File: config.mk
export PLATFORM = sky130hd
export DESIGN_NAME = bank_timing_trim_timestamp
export DESIGN_NICKNAME = d
export VERILOG_FILES = /design/src/rtl/trim_ts_pkg.sv /design/src/rtl/ts_sync.sv /design/src/rtl/lsb_merge.sv /design/src/rtl/bank_timing_trim_timestamp.sv
export SDC_FILE = /design/constraint.sdc
export NUM_CORES = 1
export LEC_CHECK = 0
export BUFFER_PORTS_ARGS = -buffer_cell sky130_fd_sc_hd__clkbuf_2
export CORE_MARGIN = 5
export CORE_UTILIZATION = 35
export CTS_CLUSTER_SIZE = 30
export DETAILED_ROUTE_END_ITERATION = 16
export PLACE_DENSITY = 0.66
export SYNTH_ARGS = -nofsm -noshare
export SYNTH_HDL_FRONTEND = slang
export SYNTH_SLANG_ARGS = --single-unit
File: constraint.sdc
create_clock -name i_clk -period 2.9 [get_ports i_clk]
set_input_delay 0.29 -clock i_clk [delete_from_list [all_inputs] [get_ports i_clk]]
set_output_delay 0.29 -clock i_clk [all_outputs]
set_load 0.02 [all_outputs]
File: src/rtl/trim_ts_pkg.sv
/*
 * Shared constants and carrier types for the bank trim and timestamp block.
 * Assumes one 40 MHz clock and a synchronous active-high reset everywhere.
 */
package trim_ts_pkg;
    // ==========================================================
    // Register indices (byte address is four times the index)
    localparam logic [9:0] IDX_B2_P0 = 10'h122;
    localparam logic [9:0] IDX_B2_M90 = 10'h123;
    localparam logic [9:0] IDX_B3_P0 = 10'h132;
    localparam logic [9:0] IDX_B3_M90 = 10'h133;
    localparam logic [9:0] IDX_B4_P0 = 10'h142;
    localparam logic [9:0] IDX_B4_M90 = 10'h143;
    localparam logic [9:0] IDX_B5_P0 = 10'h152;
    localparam logic [9:0] IDX_B5_M90 = 10'h153;
    localparam logic [9:0] IDX_LSB_CTRL = 10'h160;
    localparam logic [9:0] IDX_PATH_CFG = 10'h170;
    localparam int unsigned TRIM_COUNT = 8;
    localparam int unsigned BANK_COUNT = 4;
    localparam logic [9:0] TRIM_IDX [TRIM_COUNT] = '{
        IDX_B2_P0, IDX_B2_M90, IDX_B3_P0, IDX_B3_M90,
        IDX_B4_P0, IDX_B4_M90, IDX_B5_P0, IDX_B5_M90
    };

    // ==========================================================
    // Field positions
    localparam int unsigned TS_EN_BIT = 0;
    localparam int unsigned CFG_PHASE_BIT = 0;
    localparam int unsigned CFG_BYPASS_BIT = 1;
    localparam int unsigned CFG_CAL_EN_BIT = 2;
    localparam int unsigned CFG_RECV_EN_BIT = 3;
    localparam int unsigned CFG_NARROW_BIT = 4;

    // ==========================================================
    // Reset values and timing counts
    localparam logic [7:0] LSB_CTRL_RESET = 8'h00;
    localparam logic [7:0] PATH_CFG_RESET = 8'h00;
    localparam logic [1:0] ILA_CS_VALUE = 2'h0;
    localparam logic [3:0] NARROW_TOP_ZERO = 4'h0;
    localparam int unsigned SYNC_STAGES = 2;

    // ==========================================================
    // Carriers
    typedef struct packed {
        logic valid;
        logic [11:0] data;
    } sample_t;

    typedef struct packed {
        logic [7:0] phase_zero;
        logic [7:0] phase_minus90;
    } bank_trim_t;

    typedef struct packed {
        logic ts_en;
        logic cal_en;
        logic bypass;
        logic narrow;
    } lsb_mode_t;
endpackage

File: src/rtl/ts_sync.sv
/*
 * Two-flop synchroniser for the timestamp pin.
 * Assumes the pin is asynchronous to i_clk and held for at least one clock.
 */
module ts_sync (
    // Clock and reset
    input wire logic i_clk,
    input wire logic i_srst,
    // Pin side
    input wire logic i_pin,
    // Core side
    output logic o_level
);
    // ==========================================================
    // Synchroniser
    logic meta;

    always_ff @(posedge i_clk) begin
        if (i_srst) begin
            meta <= 1'b0;
            o_level <= 1'b0;
        end else begin
            meta <= i_pin;
            o_level <= meta;
        end
    end
endmodule // ts_sync

File: src/rtl/lsb_merge.sv
/*
 * Output stage that overwrites the sample LSB with a control bit.
 * Assumes the timestamp bit already lines up with the sample it marks.
 */
module lsb_merge (
    // Clock and reset
    input wire logic i_clk,
    input wire logic i_srst,
    // Stream in
    input wire trim_ts_pkg::sample_t i_sample,
    input wire trim_ts_pkg::lsb_mode_t i_mode,
    input wire logic i_ts_bit,
    input wire logic i_cal_bit,
    // Stream out
    output trim_ts_pkg::sample_t o_sample
);
    // ==========================================================
    // Merge
    trim_ts_pkg::sample_t next_sample;

    always_comb begin
        next_sample = i_sample;
        if (i_mode.narrow) begin
            next_sample.data[11:8] = trim_ts_pkg::NARROW_TOP_ZERO;
        end
        // Timestamp only when the down-converter is bypassed
        if (i_mode.ts_en && i_mode.bypass) begin
            next_sample.data[0] = i_ts_bit;
        end else if (i_mode.cal_en) begin
            next_sample.data[0] = i_cal_bit;
        end
    end

    always_ff @(posedge i_clk) begin
        if (i_srst) begin
            o_sample <= '0;
        end else begin
            o_sample <= next_sample;
        end
    end
endmodule // lsb_merge

File: src/rtl/bank_timing_trim_timestamp.sv
/*
 * Bank sampling-time trim registers and sample LSB timestamp insertion,
 * reached over APB. Assumes fuse trims are steady in the clock domain,
 * samples arrive on the same clock, and the timestamp pin is asynchronous.
 */
// Decided for this implementation: the APB interface to the registers.
// How it works
// - Per-bank 8-bit trim for zero-degree phase
// - Second per-bank trim for minus-ninety phase
// - Trims load factory value, software may overwrite
// - Timestamp enable at bit 0, resets zero
// - Enabled timestamp rides in every sample LSB; here the LSB reads 0 instead while receiver enable (path_cfg bit 3) is clear
// - Timestamp only with down-converter bypassed
// - Timestamp beats calibration bit on LSB
// - Timestamp latency equals sample latency
// - Eight-bit samples keep seven data bits
// - Twelve-bit samples keep eleven data bits
// - Control bits field in lane alignment stays zero
module bank_timing_trim_timestamp (
    // Clock and reset
    input wire logic i_clk,
    input wire logic i_srst,
    // APB slave
    input wire logic i_psel,
    input wire logic i_penable,
    input wire logic i_pwrite,
    input wire logic [11:0] i_paddr,
    input wire logic [31:0] i_pwdata,
    input wire logic [3:0] i_pstrb,
    output logic [31:0] o_prdata,
    output logic o_pready,
    output logic o_pslverr,
    // Factory trim
    input wire trim_ts_pkg::bank_trim_t [3:0] i_fuse_trim,
    // Sample stream
    input wire trim_ts_pkg::sample_t i_sample,
    input wire logic i_cal_state,
    input wire logic i_timestamp_pin,
    output trim_ts_pkg::sample_t o_sample,
    // Bank timing and link parameters
    output logic [3:0][7:0] o_bank_trim,
    output logic [1:0] o_ila_control_bits
);
    // ==========================================================
    // Register storage
    logic [7:0] trim [trim_ts_pkg::TRIM_COUNT];
    logic [7:0] lsb_ctrl;
    logic [7:0] path_cfg;

    // ==========================================================
    // Address decode
    logic setup;
    logic access;
    logic wr;
    logic [9:0] idx;
    logic aligned;
    logic [trim_ts_pkg::TRIM_COUNT-1:0] trim_hit;
    logic lsb_hit;
    logic cfg_hit;
    logic mapped;
    logic [31:0] next_rdata;

    assign setup = i_psel && !i_penable;
    assign access = i_psel && i_penable;
    assign wr = access && i_pwrite && i_pstrb[0] && mapped;
    assign idx = i_paddr[11:2];
    assign aligned = (i_paddr[1:0] == 2'h0);
    assign lsb_hit = aligned && (idx == trim_ts_pkg::IDX_LSB_CTRL);
    assign cfg_hit = aligned && (idx == trim_ts_pkg::IDX_PATH_CFG);
    assign mapped = (|trim_hit) || lsb_hit || cfg_hit;

    genvar k;
    generate
        for (k = 0; k < trim_ts_pkg::TRIM_COUNT; k++) begin : g_trim
            assign trim_hit[k] = aligned && (idx == trim_ts_pkg::TRIM_IDX[k]);

            // Odd entries are the minus-ninety copy of the same bank
            always_ff @(posedge i_clk) begin
                if (i_srst) begin
                    if (k % 2 == 1) begin
                        trim[k] <= i_fuse_trim[k/2].phase_minus90;
                    end else begin
                        trim[k] <= i_fuse_trim[k/2].phase_zero;
                    end
                end else if (wr && trim_hit[k]) begin
                    trim[k] <= i_pwdata[7:0];
                end
            end
        end
    endgenerate

    // ==========================================================
    // Control registers
    always_ff @(posedge i_clk) begin
        if (i_srst) begin
            lsb_ctrl <= trim_ts_pkg::LSB_CTRL_RESET;
        end else if (wr && lsb_hit) begin
            lsb_ctrl <= i_pwdata[7:0];
        end
    end

    always_ff @(posedge i_clk) begin
        if (i_srst) begin
            path_cfg <= trim_ts_pkg::PATH_CFG_RESET;
        end else if (wr && cfg_hit) begin
            path_cfg <= i_pwdata[7:0];
        end
    end

    // ==========================================================
    // Read path
    // Read data is captured in the setup cycle so it comes from a flop
    always_comb begin
        next_rdata = 32'h0000_0000;
        for (int i = 0; i < trim_ts_pkg::TRIM_COUNT; i++) begin
            if (trim_hit[i]) begin
                next_rdata[7:0] = trim[i];
            end
        end
        if (lsb_hit) begin
            next_rdata[7:0] = lsb_ctrl;
        end
        if (cfg_hit) begin
            next_rdata[7:0] = path_cfg;
        end
    end

    always_ff @(posedge i_clk) begin
        if (i_srst) begin
            o_prdata <= 32'h0000_0000;
            o_pslverr <= 1'b0;
        end else if (setup) begin
            o_prdata <= next_rdata;
            o_pslverr <= !mapped;
        end
    end

    // No wait states: every access phase completes at once
    assign o_pready = 1'b1;

    // ==========================================================
    // Bank trim selection
    logic phase_minus90;

    assign phase_minus90 = path_cfg[trim_ts_pkg::CFG_PHASE_BIT];

    genvar b;
    generate
        for (b = 0; b < trim_ts_pkg::BANK_COUNT; b++) begin : g_bank
            always_ff @(posedge i_clk) begin
                if (i_srst) begin
                    o_bank_trim[b] <= 8'h00;
                end else if (phase_minus90) begin
                    o_bank_trim[b] <= trim[2*b+1];
                end else begin
                    o_bank_trim[b] <= trim[2*b];
                end
            end
        end
    endgenerate

    // ==========================================================
    // Sample path
    // The pin crosses two flops, so samples are held two flops as well
    logic ts_level;
    logic ts_bit;
    logic cal_d1;
    logic cal_d2;
    trim_ts_pkg::sample_t stage1;
    trim_ts_pkg::sample_t stage2;
    trim_ts_pkg::lsb_mode_t mode;

    ts_sync u_ts_sync (
        .i_clk(i_clk),
        .i_srst(i_srst),
        .i_pin(i_timestamp_pin),
        .o_level(ts_level)
    );

    // Without the receiver enable the pin is not trusted
    assign ts_bit = ts_level && path_cfg[trim_ts_pkg::CFG_RECV_EN_BIT];

    always_ff @(posedge i_clk) begin
        if (i_srst) begin
            stage1 <= '0;
            stage2 <= '0;
            cal_d1 <= 1'b0;
            cal_d2 <= 1'b0;
        end else begin
            stage1 <= i_sample;
            stage2 <= stage1;
            cal_d1 <= i_cal_state;
            cal_d2 <= cal_d1;
        end
    end

    assign mode.ts_en = lsb_ctrl[trim_ts_pkg::TS_EN_BIT];
    assign mode.cal_en = path_cfg[trim_ts_pkg::CFG_CAL_EN_BIT];
    assign mode.bypass = path_cfg[trim_ts_pkg::CFG_BYPASS_BIT];
    assign mode.narrow = path_cfg[trim_ts_pkg::CFG_NARROW_BIT];

    lsb_merge u_lsb_merge (
        .i_clk(i_clk),
        .i_srst(i_srst),
        .i_sample(stage2),
        .i_mode(mode),
        .i_ts_bit(ts_bit),
        .i_cal_bit(cal_d2),
        .o_sample(o_sample)
    );

    // The inserted bit is never advertised to the receiver
    assign o_ila_control_bits = trim_ts_pkg::ILA_CS_VALUE;

    logic ts_active;

    assign ts_active = mode.ts_en && mode.bypass && path_cfg[trim_ts_pkg::CFG_RECV_EN_BIT];
endmodule // bank_timing_trim_timestamp

## Word-level counts from Yosys, hierarchy flattened

Memory sizes are Yosys's and may differ from the RTL's.
Cells that the tools add are included.

| storage, ports and cells | value |
|---|---|
| register bits | 100 |
| RAM bits | 64 |
| input port bits | 132 |
| output and inout port bits | 81 |
| logic and storage cells | 122 |
| memories | 1 |

Memories:

| name | depth | width | rd ports | clocked after Yosys merged registers in | wr ports | line | text |
|---|---|---|---|---|---|---|---|
| trim | 8 | 8 | 8 | 0 | 8 | bank_timing_trim_timestamp.sv:46 | `logic [7:0] trim [trim_ts_pkg::TRIM_COUNT];` |

| cells by class | value |
|---|---|
| equal/unequal tests | 10 |
| multiplexer cells | 50 |
| bitwise operators | 8 |
| reduce and logical (&&, ||, !) cells | 34 |

Operators with widths:

| operator | number |
|---|---|
| 2-to-1 mux 8 bit | 22 |
| equality test 10 x 9 -> 1 bit (second input constant) | 10 |
| 2-to-1 mux 1 bit | 28 |
| logical AND 1 bit | 27 |
| OR 1 bit | 8 |
| OR reduction 8 bit | 1 |
| zero test 1 bit | 2 |
| zero test 2 bit | 1 |
| logical OR 1 bit | 2 |
| OR reduction 2 bit | 1 |

## Longest topological paths before layout

Gate-level depths: netlist (run 1).

| logic depth | value |
|---|---|
| depth in word-level cells | 12 |
| mapped depth | 8 |
| depth with buffers taken out | 5 |

## Modules after synthesis

A second synthesis (run 1) with hierarchy kept.

| second synthesis, totals | value |
|---|---|
| cell total of the unflattened synthesis | 646 |
| area, all modules | 7338.3 µm² |

Modules (own cells, without submodules):

| module | instances | cells an instance | area each (µm²) | seq. area each (µm²) |
|---|---|---|---|---|
| bank_timing_trim_timestamp | 1 | 612 | 6907.9 | 3623.5 |
| lsb_merge | 1 | 30 | 377.9 | 260.2 |
| ts_sync | 1 | 4 | 52.6 | 40.0 |

## Worst setup path after synthesis (run 1)

Ideal clock, no wire load.

| timing | value |
|---|---|
| path kind | input to register |
| start point | input port i_paddr[11] |
| end point | memory trim[7][0], in the netlist trim[1][24] (enable) |
| library setup time | 384 ps |
| arrival time | 2574 ps |
| required time | 2516 ps |
| setup slack | -58 ps |
| stages | 5 |
| buffers on the path | 1 |
| cell sequence | or4b_4 > buf_6 > nor4_2 > nand2_8 > o21ai_0 |

RTL lines:

| what | line | text |
|---|---|---|
| start, declared | bank_timing_trim_timestamp.sv:27 | `input wire logic [11:0] i_paddr,` |
| end, declared | bank_timing_trim_timestamp.sv:46 |  |

==> flow_summary.ini, run 1 <==
[sta]
hold_violations = 0
period_needed_ns = 2.399
fmax_ghz = 0.4168
period_share_pct = 82.74
setup_slack_ns = 0.5005
drv_slew = 0
fin_tns_setup_ns = 0
slew_headroom_pct = 46.81
tightest_slew_ns = 0.7979
grt_setup_unrepaired = false
setup_viol = 0
finClkSkew_ns = 0.006194

[clock_network]
post_cts_buffers = 0
ctsResizeCount = 0
clk-insertion-delay-late_ns = 0.42
hold_buffers = 0
cts_buffers = 17
cts_tree = built
htree_num_levels = 4
cts-root-buf = clkbuf_16
cts.sinks = 164
cts_buffer_depth = 2
path_clk_slew_ns = 0.06

[worst_setup_path]
r2r-end = o_prdata[6]
critPathLaunchType = input pin
timing.rr.start = trim[0][22]
worstPathCellList = clkbuf_2 -> or4b_4 -> or3_4 -> a2111o_4 -> nor2_8 -> mux2_4
r2r_cells = 5
max_stage_delay_ns = 0.58
critPathMaxFanout = 8
cp_top_family = simple AND/OR/NAND/NOR gates
path_buf_inv = 1
worstPathArrival_ns = 2.57
cp-end-kind = flop
crit_required_ns = 3.07
ff2ff_setup_slack_ns = 1.36
critPathKind = in2reg
crit_path_top_delay_cell = a2111o_4

[cells_and_area]
n_fill_cell = 2024
diodes = 0
area_growth_syn_to_layout_pct = 23.29
final_layout_size_suffix_gt1_share_pct = 37.35
final_util_pct = 43.71
final_nets = 933

[run]
max_cap_violations = 0

[synthesis]
syn_area_per_cell_um2 = 11.79
synth_xor_area_share_pct = 0.1179
syn_inst = 630
ys_ff_latch = 164
synth_adder_area_share_pct = 0
synth_edf_count = 64
synthMuxAreaShare_pct = 19.37
synth-seq-area-share_pct = 52.81
synth_flop_cell = dfxtp_1
synth-compound-area-share_pct = 7.982
ys_types = 68
syn_area_um2 = 7430
yosys.area_share.simple_pct = 14.65
yosysWarnings = 0
async_flop_share_pct = 0
synth_top_family_by_area = multiplexers

[die]
num_io_pins = 213
die_x_um = 155.7
initial_core_util_pct = 35.45
die_h_um = 155.7
fp.coreArea_um2 = 20960
fp.dieArea_um2 = 24240
fp-row-count = 53

[grt]
grt_max_degree = 78
grtUsageTotal_pct = 16.15
antenna_found_initial = 0
grt_pass1_wl_mm = 30.15
overflow = 0
grt_pass1_vias = 5365

[power_and_ir_drop]
ir_drop_mv = 0.3043
leakagePower_nw = 3.668
power_density_nw_per_um2 = 583.2
power.total_mw = 5.342

[detailed_routing]
wl_mm = 19.94
drtIter0Drc = 382
routedWlPerCell_um = 18.31
wl_met3_mm = 1.849
drc_errors = 0
avgViaCountPerCell = 4.847
met2_length_mm = 9.481
vias = 5278
top_layer = met4
wl_met1_mm = 8.416
ant_nets = 0
drtPass1Iterations = 4

[placed_design]
globalplace.congestion = 0.8875
preCtsSetupSlack_ns = 0.08516
dp_hpwl_mm = 15.02
numPortBuffers = 158

[run_status]
outcome = completed

[min_path]
min_path_type = in2reg
hp-start = i_sample[4]
hold_end = stage1[4]
hold-path-cell-count = 2
sequential cells by signal, indices dropped and copies added (netlist names):
register,count
u_ts_sync.meta,1
o_bank_trim,32
trim,64
stage2,13
lsb_ctrl,8
path_cfg,8
cal_d2,1
stage1,13
o_pslverr,1
u_ts_sync.o_level,1
u_lsb_merge.o_sample,13
cal_d1,1
o_prdata,8
power by group:
part | internal [mW] | switching, mW | total [mW]
Clock | 1.35 | 0.901 | 2.25
Combinational | 0.205 | 0.292 | 0.497
Sequential | 2.53 | 0.0587 | 2.59
cells in the mapped netlist, types with 2 or more instances:
| cell type | number | area (µm²) |
|---|---|---|
| or3_1 | 3 | 18.77 |
| or3b_2 | 6 | 52.55 |
| o21ai_0 | 22 | 110.1 |
| a2bb2oi_1 | 3 | 26.28 |
| and2_1 | 4 | 25.02 |
| o31ai_1 | 4 | 30.03 |
| nand3_1 | 4 | 20.02 |
| nor2_8 | 3 | 60.06 |
| or3_2 | 2 | 15.01 |
| nand4_1 | 6 | 37.54 |
| mux4_2 | 5 | 112.6 |
| or2_2 | 2 | 12.51 |
| nor3b_1 | 3 | 22.52 |
| a22oi_1 | 4 | 30.03 |
| nand3b_1 | 3 | 22.52 |
| o221ai_1 | 2 | 17.52 |
| and3b_1 | 2 | 17.52 |
| nor2_1 | 59 | 221.5 |
| nand2_1 | 22 | 82.58 |
| a21boi_0 | 3 | 22.52 |
| clkbuf_1 | 25 | 93.84 |
| nor4b_1 | 3 | 26.28 |
| o2111ai_1 | 2 | 17.52 |
| o22ai_1 | 6 | 37.54 |
| nor2b_1 | 41 | 256.5 |
| mux2_1 | 16 | 180.2 |
| dfxtp_1 | 100 | 2002 |
| a21oi_1 | 16 | 80.08 |
| nor4_1 | 3 | 18.77 |
| nand2b_1 | 3 | 18.77 |
| conb_1 | 2 | 7.510 |
| o2111a_1 | 2 | 22.52 |
| buf_1 | 11 | 41.29 |
| buf_4 | 27 | 202.7 |
| inv_1 | 4 | 15.01 |
| mux2_2 | 36 | 405.4 |
| a31o_2 | 4 | 35.03 |
| edfxtp_1 | 64 | 1922 |
| mux2_4 | 16 | 240.2 |
| mux2i_1 | 50 | 500.5 |
| nor3_1 | 5 | 25.02 |
| a32oi_1 | 4 | 35.03 |
| o211ai_1 | 3 | 22.52 |
area by class of cell:
cell class / instances / area [µm²] / area share (%)
Tap cell: 275 / 344.1 / 3.756
Clock buffer: 19 / 432.9 / 4.726
Multi-Input combinational cell: 422 / 3239 / 35.36
Sequential cell: 164 / 3925 / 42.85
Clock inverter: 13 / 155.1 / 1.694
Timing Repair Buffer: 192 / 1049 / 11.45
Inverter: 4 / 15.01 / 0.1639
how the worst max path moves through the flow:
stage	from	end	slack, ns	cells after the start
after floorplan	i_paddr[11]	trim[0][24]	0.15	6
after global placement	i_paddr[11]	trim[1][24]	0.11	6
after detailed placement	i_paddr[11]	trim[1][26]	0.09	6
after CTS	i_paddr[11]	trim[1][15]	0.54	6
after global routing	i_paddr[11]	trim[1][26]	0.48	6
final	i_paddr[11]	trim[1][26]	0.50	6
worst register-to-register path, stage by stage, from the launching register on:
cell and delay (ns):
edfxtp_1 0.42, mux4_2 0.48, o2bb2ai_1 0.14, o2111ai_1 0.11, o2111a_1 0.22, nor3_1 0.05
placed cells by master (no fill, tap or decap), types with 22 or more instances in the layout:
cell type / Yosys / layout
mux2i_1: 50 / 50
clkbuf_2: 1 / 157
conb_1: 2 / 27
nand2_1: 22 / 22
buf_4: 27 / 35
edfxtp_1: 64 / 64
nor2b_1: 41 / 41
o21ai_0: 22 / 22
dfxtp_1: 100 / 99
mux2_2: 36 / 36
nor2_1: 59 / 59
per-stage QoR:
step	hold WS (ns)	instance area (µm²)	cells
6_report	0.08410	9160	1089
5_1_grt	0.07869	9160	1089
4_1_cts	0.05967	9160	1089
3_5_place_dp	0.4113	8572	1057
3_3_place_gp	0.4111	8572	1057
2_1_floorplan	0.4057	7532	655
layer usage:
metal	up-vias	track usage [%]
met1	2518	21.30
met4	0	3.752
met5	-	0
li1	2578	-
met2	170	26.29
met3	12	4.827
cell families (layout without fill, tap and decap cells):
family | Yosys count | in the layout
compound gates | 86 | 86
simple gates | 185 | 185
other cells | 2 | 27
mux | 123 | 123
xor+xnor | 1 | 1
flops | 164 | 164
buf+inv | 69 | 228
Note: power is estimated with default switching activity, not from simulation.
==> run 2: changes to the inputs <==
clock period = 2 ns   (was 2.9 ns; I/O delays follow)
==> run 2 against run 1 <==
The run now ends with negative setup slack left. First-iteration DRC count decreased by 4.7%. Combinational power increased by 70%. Sequential share of layout area decreased by 3.6 points. Clock power increased by 36%. Routed wire length increased by 7.3%. Cell count increased by 6.3%. Setup slack got worse by 0.61 ns.
==> flow_summary.ini, run 2 (synthesis results as in run 1) <==
[sta]
drv_slew = 0
setup_slack_ns = -0.1079
tightest_slew_ns = 0.5985
period_share_pct = 105.4
fmax_ghz = 0.4744
finClkSkew_ns = 0.008210
hold_violations = 0
slew_headroom_pct = 60.10
setup_viol = 73
period_needed_ns = 2.108
grt_setup_unrepaired = true

[grt]
antenna_found_initial = 1
grt_pass1_vias = 5757
grt_pass1_wl_mm = 32.22
grt_max_degree = 62
overflow = 0
grtUsageTotal_pct = 17.38

[worst_setup_path]
timing.rr.start = trim[0][22]
r2r-end = o_prdata[6]
critPathLaunchType = input pin
worstPathArrival_ns = 2.28
cp-end-kind = flop
critPathKind = in2reg
r2r_cells = 5
ff2ff_setup_slack_ns = 0.45
crit_required_ns = 2.18
critPathMaxFanout = 8

[cells_and_area]
final_nets = 1001
area_growth_syn_to_layout_pct = 34.51
final_cell_mix = 156 x clkbuf_2, 99 x dfxtp_1, 79 x buf_4
final_layout_size_suffix_gt1_share_pct = 42.97
final_util_pct = 47.69
top_register = trim
largest_register_ffs = 64
final_common_cell = clkbuf_2
reg_top3 = trim x64, o_bank_trim x32
final_area_um2 = 9993

[die]
initial_core_util_pct = 35.45
fp-row-count = 53
die_h_um = 155.7
fp.dieArea_um2 = 24240
fp.coreArea_um2 = 20960
die_x_um = 155.7
num_io_pins = 213

[detailed_routing]
met2_length_mm = 10.23
wl_met1_mm = 9.051
avgViaCountPerCell = 4.950
vias = 5732
drtPass1Iterations = 4
wl_mm = 21.40
top_layer = met4
drc_errors = 0
routedWlPerCell_um = 18.48
drtIter0Drc = 364
wl_met3_mm = 1.520
ant_nets = 0

[power_and_ir_drop]
pwr-share-comb_pct = 11.0
power_density_nw_per_um2 = 767.1
p_clk_share_pct = 40.0
leakagePower_nw = 4.102
power.total_mw = 7.666
pwr-share-seq_pct = 49.0
ir_drop_mv = 0.3365
p_sw_share_pct = 25.90
p_int_mw = 5.680
power_switching_mw = 1.985

[run_status]
violations = negative setup slack
outcome = finished with violations

[clock_network]
cts-root-buf = clkbuf_16
cts.sinks = 164
cts_buffers = 17
cts_buffer_depth = 2
htree_num_levels = 4
clk-insertion-delay-late_ns = 0.42
cts_tree = built
path_clk_slew_ns = 0.07

[placed_design]
place_area_um2 = 9264
dp_hpwl_mm = 16.19
numPortBuffers = 158
globalplace.congestion = 0.8757

[run]
max_cap_violations = 0

[min_path]
hold_end = trim[0][27]
min_path_type = in2reg
hold-path-cell-count = 2
hp-start = i_fuse_trim[19]
-- run 2: cell count changes in the layout (fill, tap and decap cells not counted), moves of 4 or more --
cell	change
buf_4	+44
inv_6	+4
mux2_1	-5
dlygate4sd3_1	+15
o31ai_4	+4
mux2_4	+20
o31ai_1	-4
buf_12	+9
mux2_2	-15
-- run 2: repair_timing --
action / CTS / global route
endpoints found under the setup margin: 64 / 98
resized for setup: 1 / 4
setup buffers: 1 / 0
endpoints found under the hold margin: 15 / 0
hold buffers: 15 / 0
-- run 2: worst max-delay path, cell delays in order --
cell	delay (ns)
buf_6	0.09
or4b_4	0.56
or3_4	0.40
a2111o_4	0.46
nor2_8	0.24
mux2_4	0.32
-- run 2: area by class of cell --
cell class,instances,area [µm²]
timing repair buffer,260,1715
multi-input combinational,422,3450
fill,1941,10960
clock inverter,14,112.6
sequential,164,3925
tap,275,344.1
clock buffer,18,429.2
antenna,1,2.502
inverter,4,15.01
-- run 2: how the worst max path moves through the flow --
stage	startpoint	to	cells past startpoint
final	i_paddr[11]	trim[1][28]	6
after global routing	i_paddr[11]	trim[1][30]	6
after CTS	i_paddr[11]	trim[1][28]	6
after detailed placement	i_paddr[11]	trim[1][26]	6
after global placement	i_paddr[11]	trim[1][24]	6
after floorplan	i_paddr[11]	trim[1][10]	6
-- run 2: per-layer routing --
layer  vias to the layer above  track usage, %
li1                       2719               -
met1                      2766           22.26
met2                       211           28.74
met3                        36           3.967
met4                         0           6.544
met5                         -               0
-- run 2: power groups by stage --
stage	logic (mW)	registers [mW]	clock network (mW)
global route	0.910	3.77	3.26
finish	0.846	3.76	3.06
floorplan	0.441	3.86	0
global placement	0.808	3.82	0
CTS	0.847	3.76	3.12
detailed placement	0.817	3.83	0
-- run 2: per-stage QoR --
stage	setup TNS (ns)	setup WS, ns	cells	hold WS [ns]
2_1_floorplan	-40.92	-0.4796	655	0.3282
3_3_place_gp	-50.43	-0.5271	1109	0.4097
3_5_place_dp	-52.67	-0.5416	1109	0.4129
4_1_cts	-2.665	-0.08838	1157	0.04787
5_1_grt	-7.115	-0.1304	1158	0.06147
6_report	-3.925	-0.1079	1158	0.06678
==> run 3: changes to the inputs <==
CORE_MARGIN = 2   (was 5)
==> run 3 against run 2 <==
The run still ends with negative setup slack left. Cell count is essentially flat. Combinational power about the same. Via count is 1.5% lower. Setup slack lost 0.025 ns. Utilization increased by 0.45 points. Total power increased by 2.4%. Clock power up 6%. Global-route usage rose by 1.5 points. Fmax fell by 1.2%. Clock skew is 0.0039 ns higher. Cell area rose by 0.95%. Largest power group unchanged.
==> flow_summary.ini, run 3 (synthesis results as in run 1) <==
[sta]
tightest_slew_ns = 0.7161
setup_slack_ns = -0.1324
drv_slew = 0
finClkSkew_ns = 0.01209
hold_violations = 0
slew_headroom_pct = 51.83
grt_setup_unrepaired = true
hold_slack_ns = 0.01813
period_share_pct = 106.6
fmax_ghz = 0.4690
setup_viol = 72
fin_tns_setup_ns = -4.148
period_needed_ns = 2.132

[worst_setup_path]
worstPathArrival_ns = 2.30
cp-end-kind = flop
critPathKind = in2reg
critPathMaxFanout = 8
crit_required_ns = 2.16
critPathLaunchType = input pin

[power_and_ir_drop]
power_density_nw_per_um2 = 778.2
power.total_mw = 7.851
ir_drop_mv = 0.4527
leakagePower_nw = 4.141
p_sw_share_pct = 25.91
p_int_mw = 5.816
power_switching_mw = 2.035
p_clk_share_pct = 41.4
pwr-share-seq_pct = 47.8
pwr-share-comb_pct = 10.8

[detailed_routing]
wl_mm = 20.90
avgViaCountPerCell = 4.871
routedWlPerCell_um = 18.03
ant_nets = 0
vias = 5646
drtPass1Iterations = 5
drtIter0Drc = 289
drc_errors = 0

[clock_network]
cts.sinks = 164
cts_buffers = 17
cts-root-buf = clkbuf_16
clk-insertion-delay-late_ns = 0.43
path_clk_slew_ns = 0.07
htree_num_levels = 4
cts_tree = built
cts_buffer_depth = 2

[cells_and_area]
diodes = 0
final_area_um2 = 10090
reg_top3 = trim x64, o_bank_trim x32
layout.cells.non_filler = 1159
final_common_cell = clkbuf_2
final_cell_mix = 156 x clkbuf_2, 99 x dfxtp_1, 79 x buf_4
largest_register_ffs = 64
n_fill_cell = 1914
top_register = trim
final_nets = 1003
area_growth_syn_to_layout_pct = 35.79
final_layout_size_suffix_gt1_share_pct = 43.44

[die]
die_h_um = 149.7
die_x_um = 149.7
fp.dieArea_um2 = 22410
initial_core_util_pct = 35.45
fp-row-count = 53
num_io_pins = 213
fp.coreArea_um2 = 20960

[grt]
grtUsageTotal_pct = 18.84
overflow = 0
grt_max_degree = 50
grt_pass1_vias = 5612
busiest_layer = met2
grt_pass1_wl_mm = 31.47
grt_use_met3_pct = 4.543
met1_usage_pct = 24.81
use_met2_pct = 30.21
antenna_found_initial = 0

[run]
max_cap_violations = 0

[placed_design]
globalplace.congestion = 0.8962
place_area_um2 = 9269
numPortBuffers = 158
dp_hpwl_mm = 15.72
dpl.cell_count = 1108

[run_status]
outcome = finished with violations
violations = negative setup slack

[min_path]
min_path_type = in2reg
run 3: cell types whose count changed in the layout (fill, tap and decap cells not counted), sizes merged:
cell,previous run,this run
buf,89,92
clkbuf,174,175
diode,1,0
dlygate4sd3,15,14
inv,14,13
run 3: path summary, 6_finish.rpt:
check,from,to,slack [ns],cells past startpoint
min,i_cal_state,cal_d1,0.02,2
min reg2reg,stage2[11],u_lsb_merge.o_sample[11],0.43,1
max reg2reg,trim[0][6],o_prdata[6],0.43,5
max,i_paddr[11],trim[0][8],-0.13,6
run 3: worst max-delay path, stage by stage:
cell and delay, ns:
buf_6 0.09, or4b_4 0.56, or3_4 0.41, a2111o_4 0.46, nor2_8 0.21, mux2_1 0.35
run 3: stage by stage:
stage	util [%]	worst slack, ns
global placement	44.23	-0.5304
global route	48.14	-0.1578
floorplan	-	-0.4796
CTS	47.86	-0.09373
finish	48.14	-0.1324
detailed placement	44.23	-0.5495
run 3: power by group through the flow:
stage	clock, mW	combinational (mW)	sequential [mW]
final	3.25	0.849	3.75
after CTS	3.30	0.847	3.75
after detailed placement	0	0.814	3.83
after global placement	0	0.806	3.82
after global routing	3.44	0.915	3.77
after floorplan	0	0.441	3.86
run 3: layout make-up:
cell class	instances	area (µm²)	share of cell area (%)
Clock buffer	19	464.2	4.601
Clock inverter	13	127.6	1.265
Inverter	4	15.01	0.1488
Multi-Input combinational cell	422	3456	34.26
Sequential cell	164	3925	38.91
Tap cell	275	344.1	3.411
Timing Repair Buffer	262	1757	17.41
run 3: layer usage:
| layer | share of wire [%] | routed length (µm) |
|---|---|---|
| met1 | 45 | 9361 |
| met2 | 47 | 9869 |
| met3 | 5.7 | 1198 |
| met4 | 2.3 | 474 |
| met5 | 0 | 0 |
run 3: timing repair:
action	in CTS	in global routing
endpoints found under the hold margin	14	0
resized for setup	0	8
hold buffers	14	0
setup buffers	2	3
pin swaps	1	1
endpoints found under the setup margin	55	98
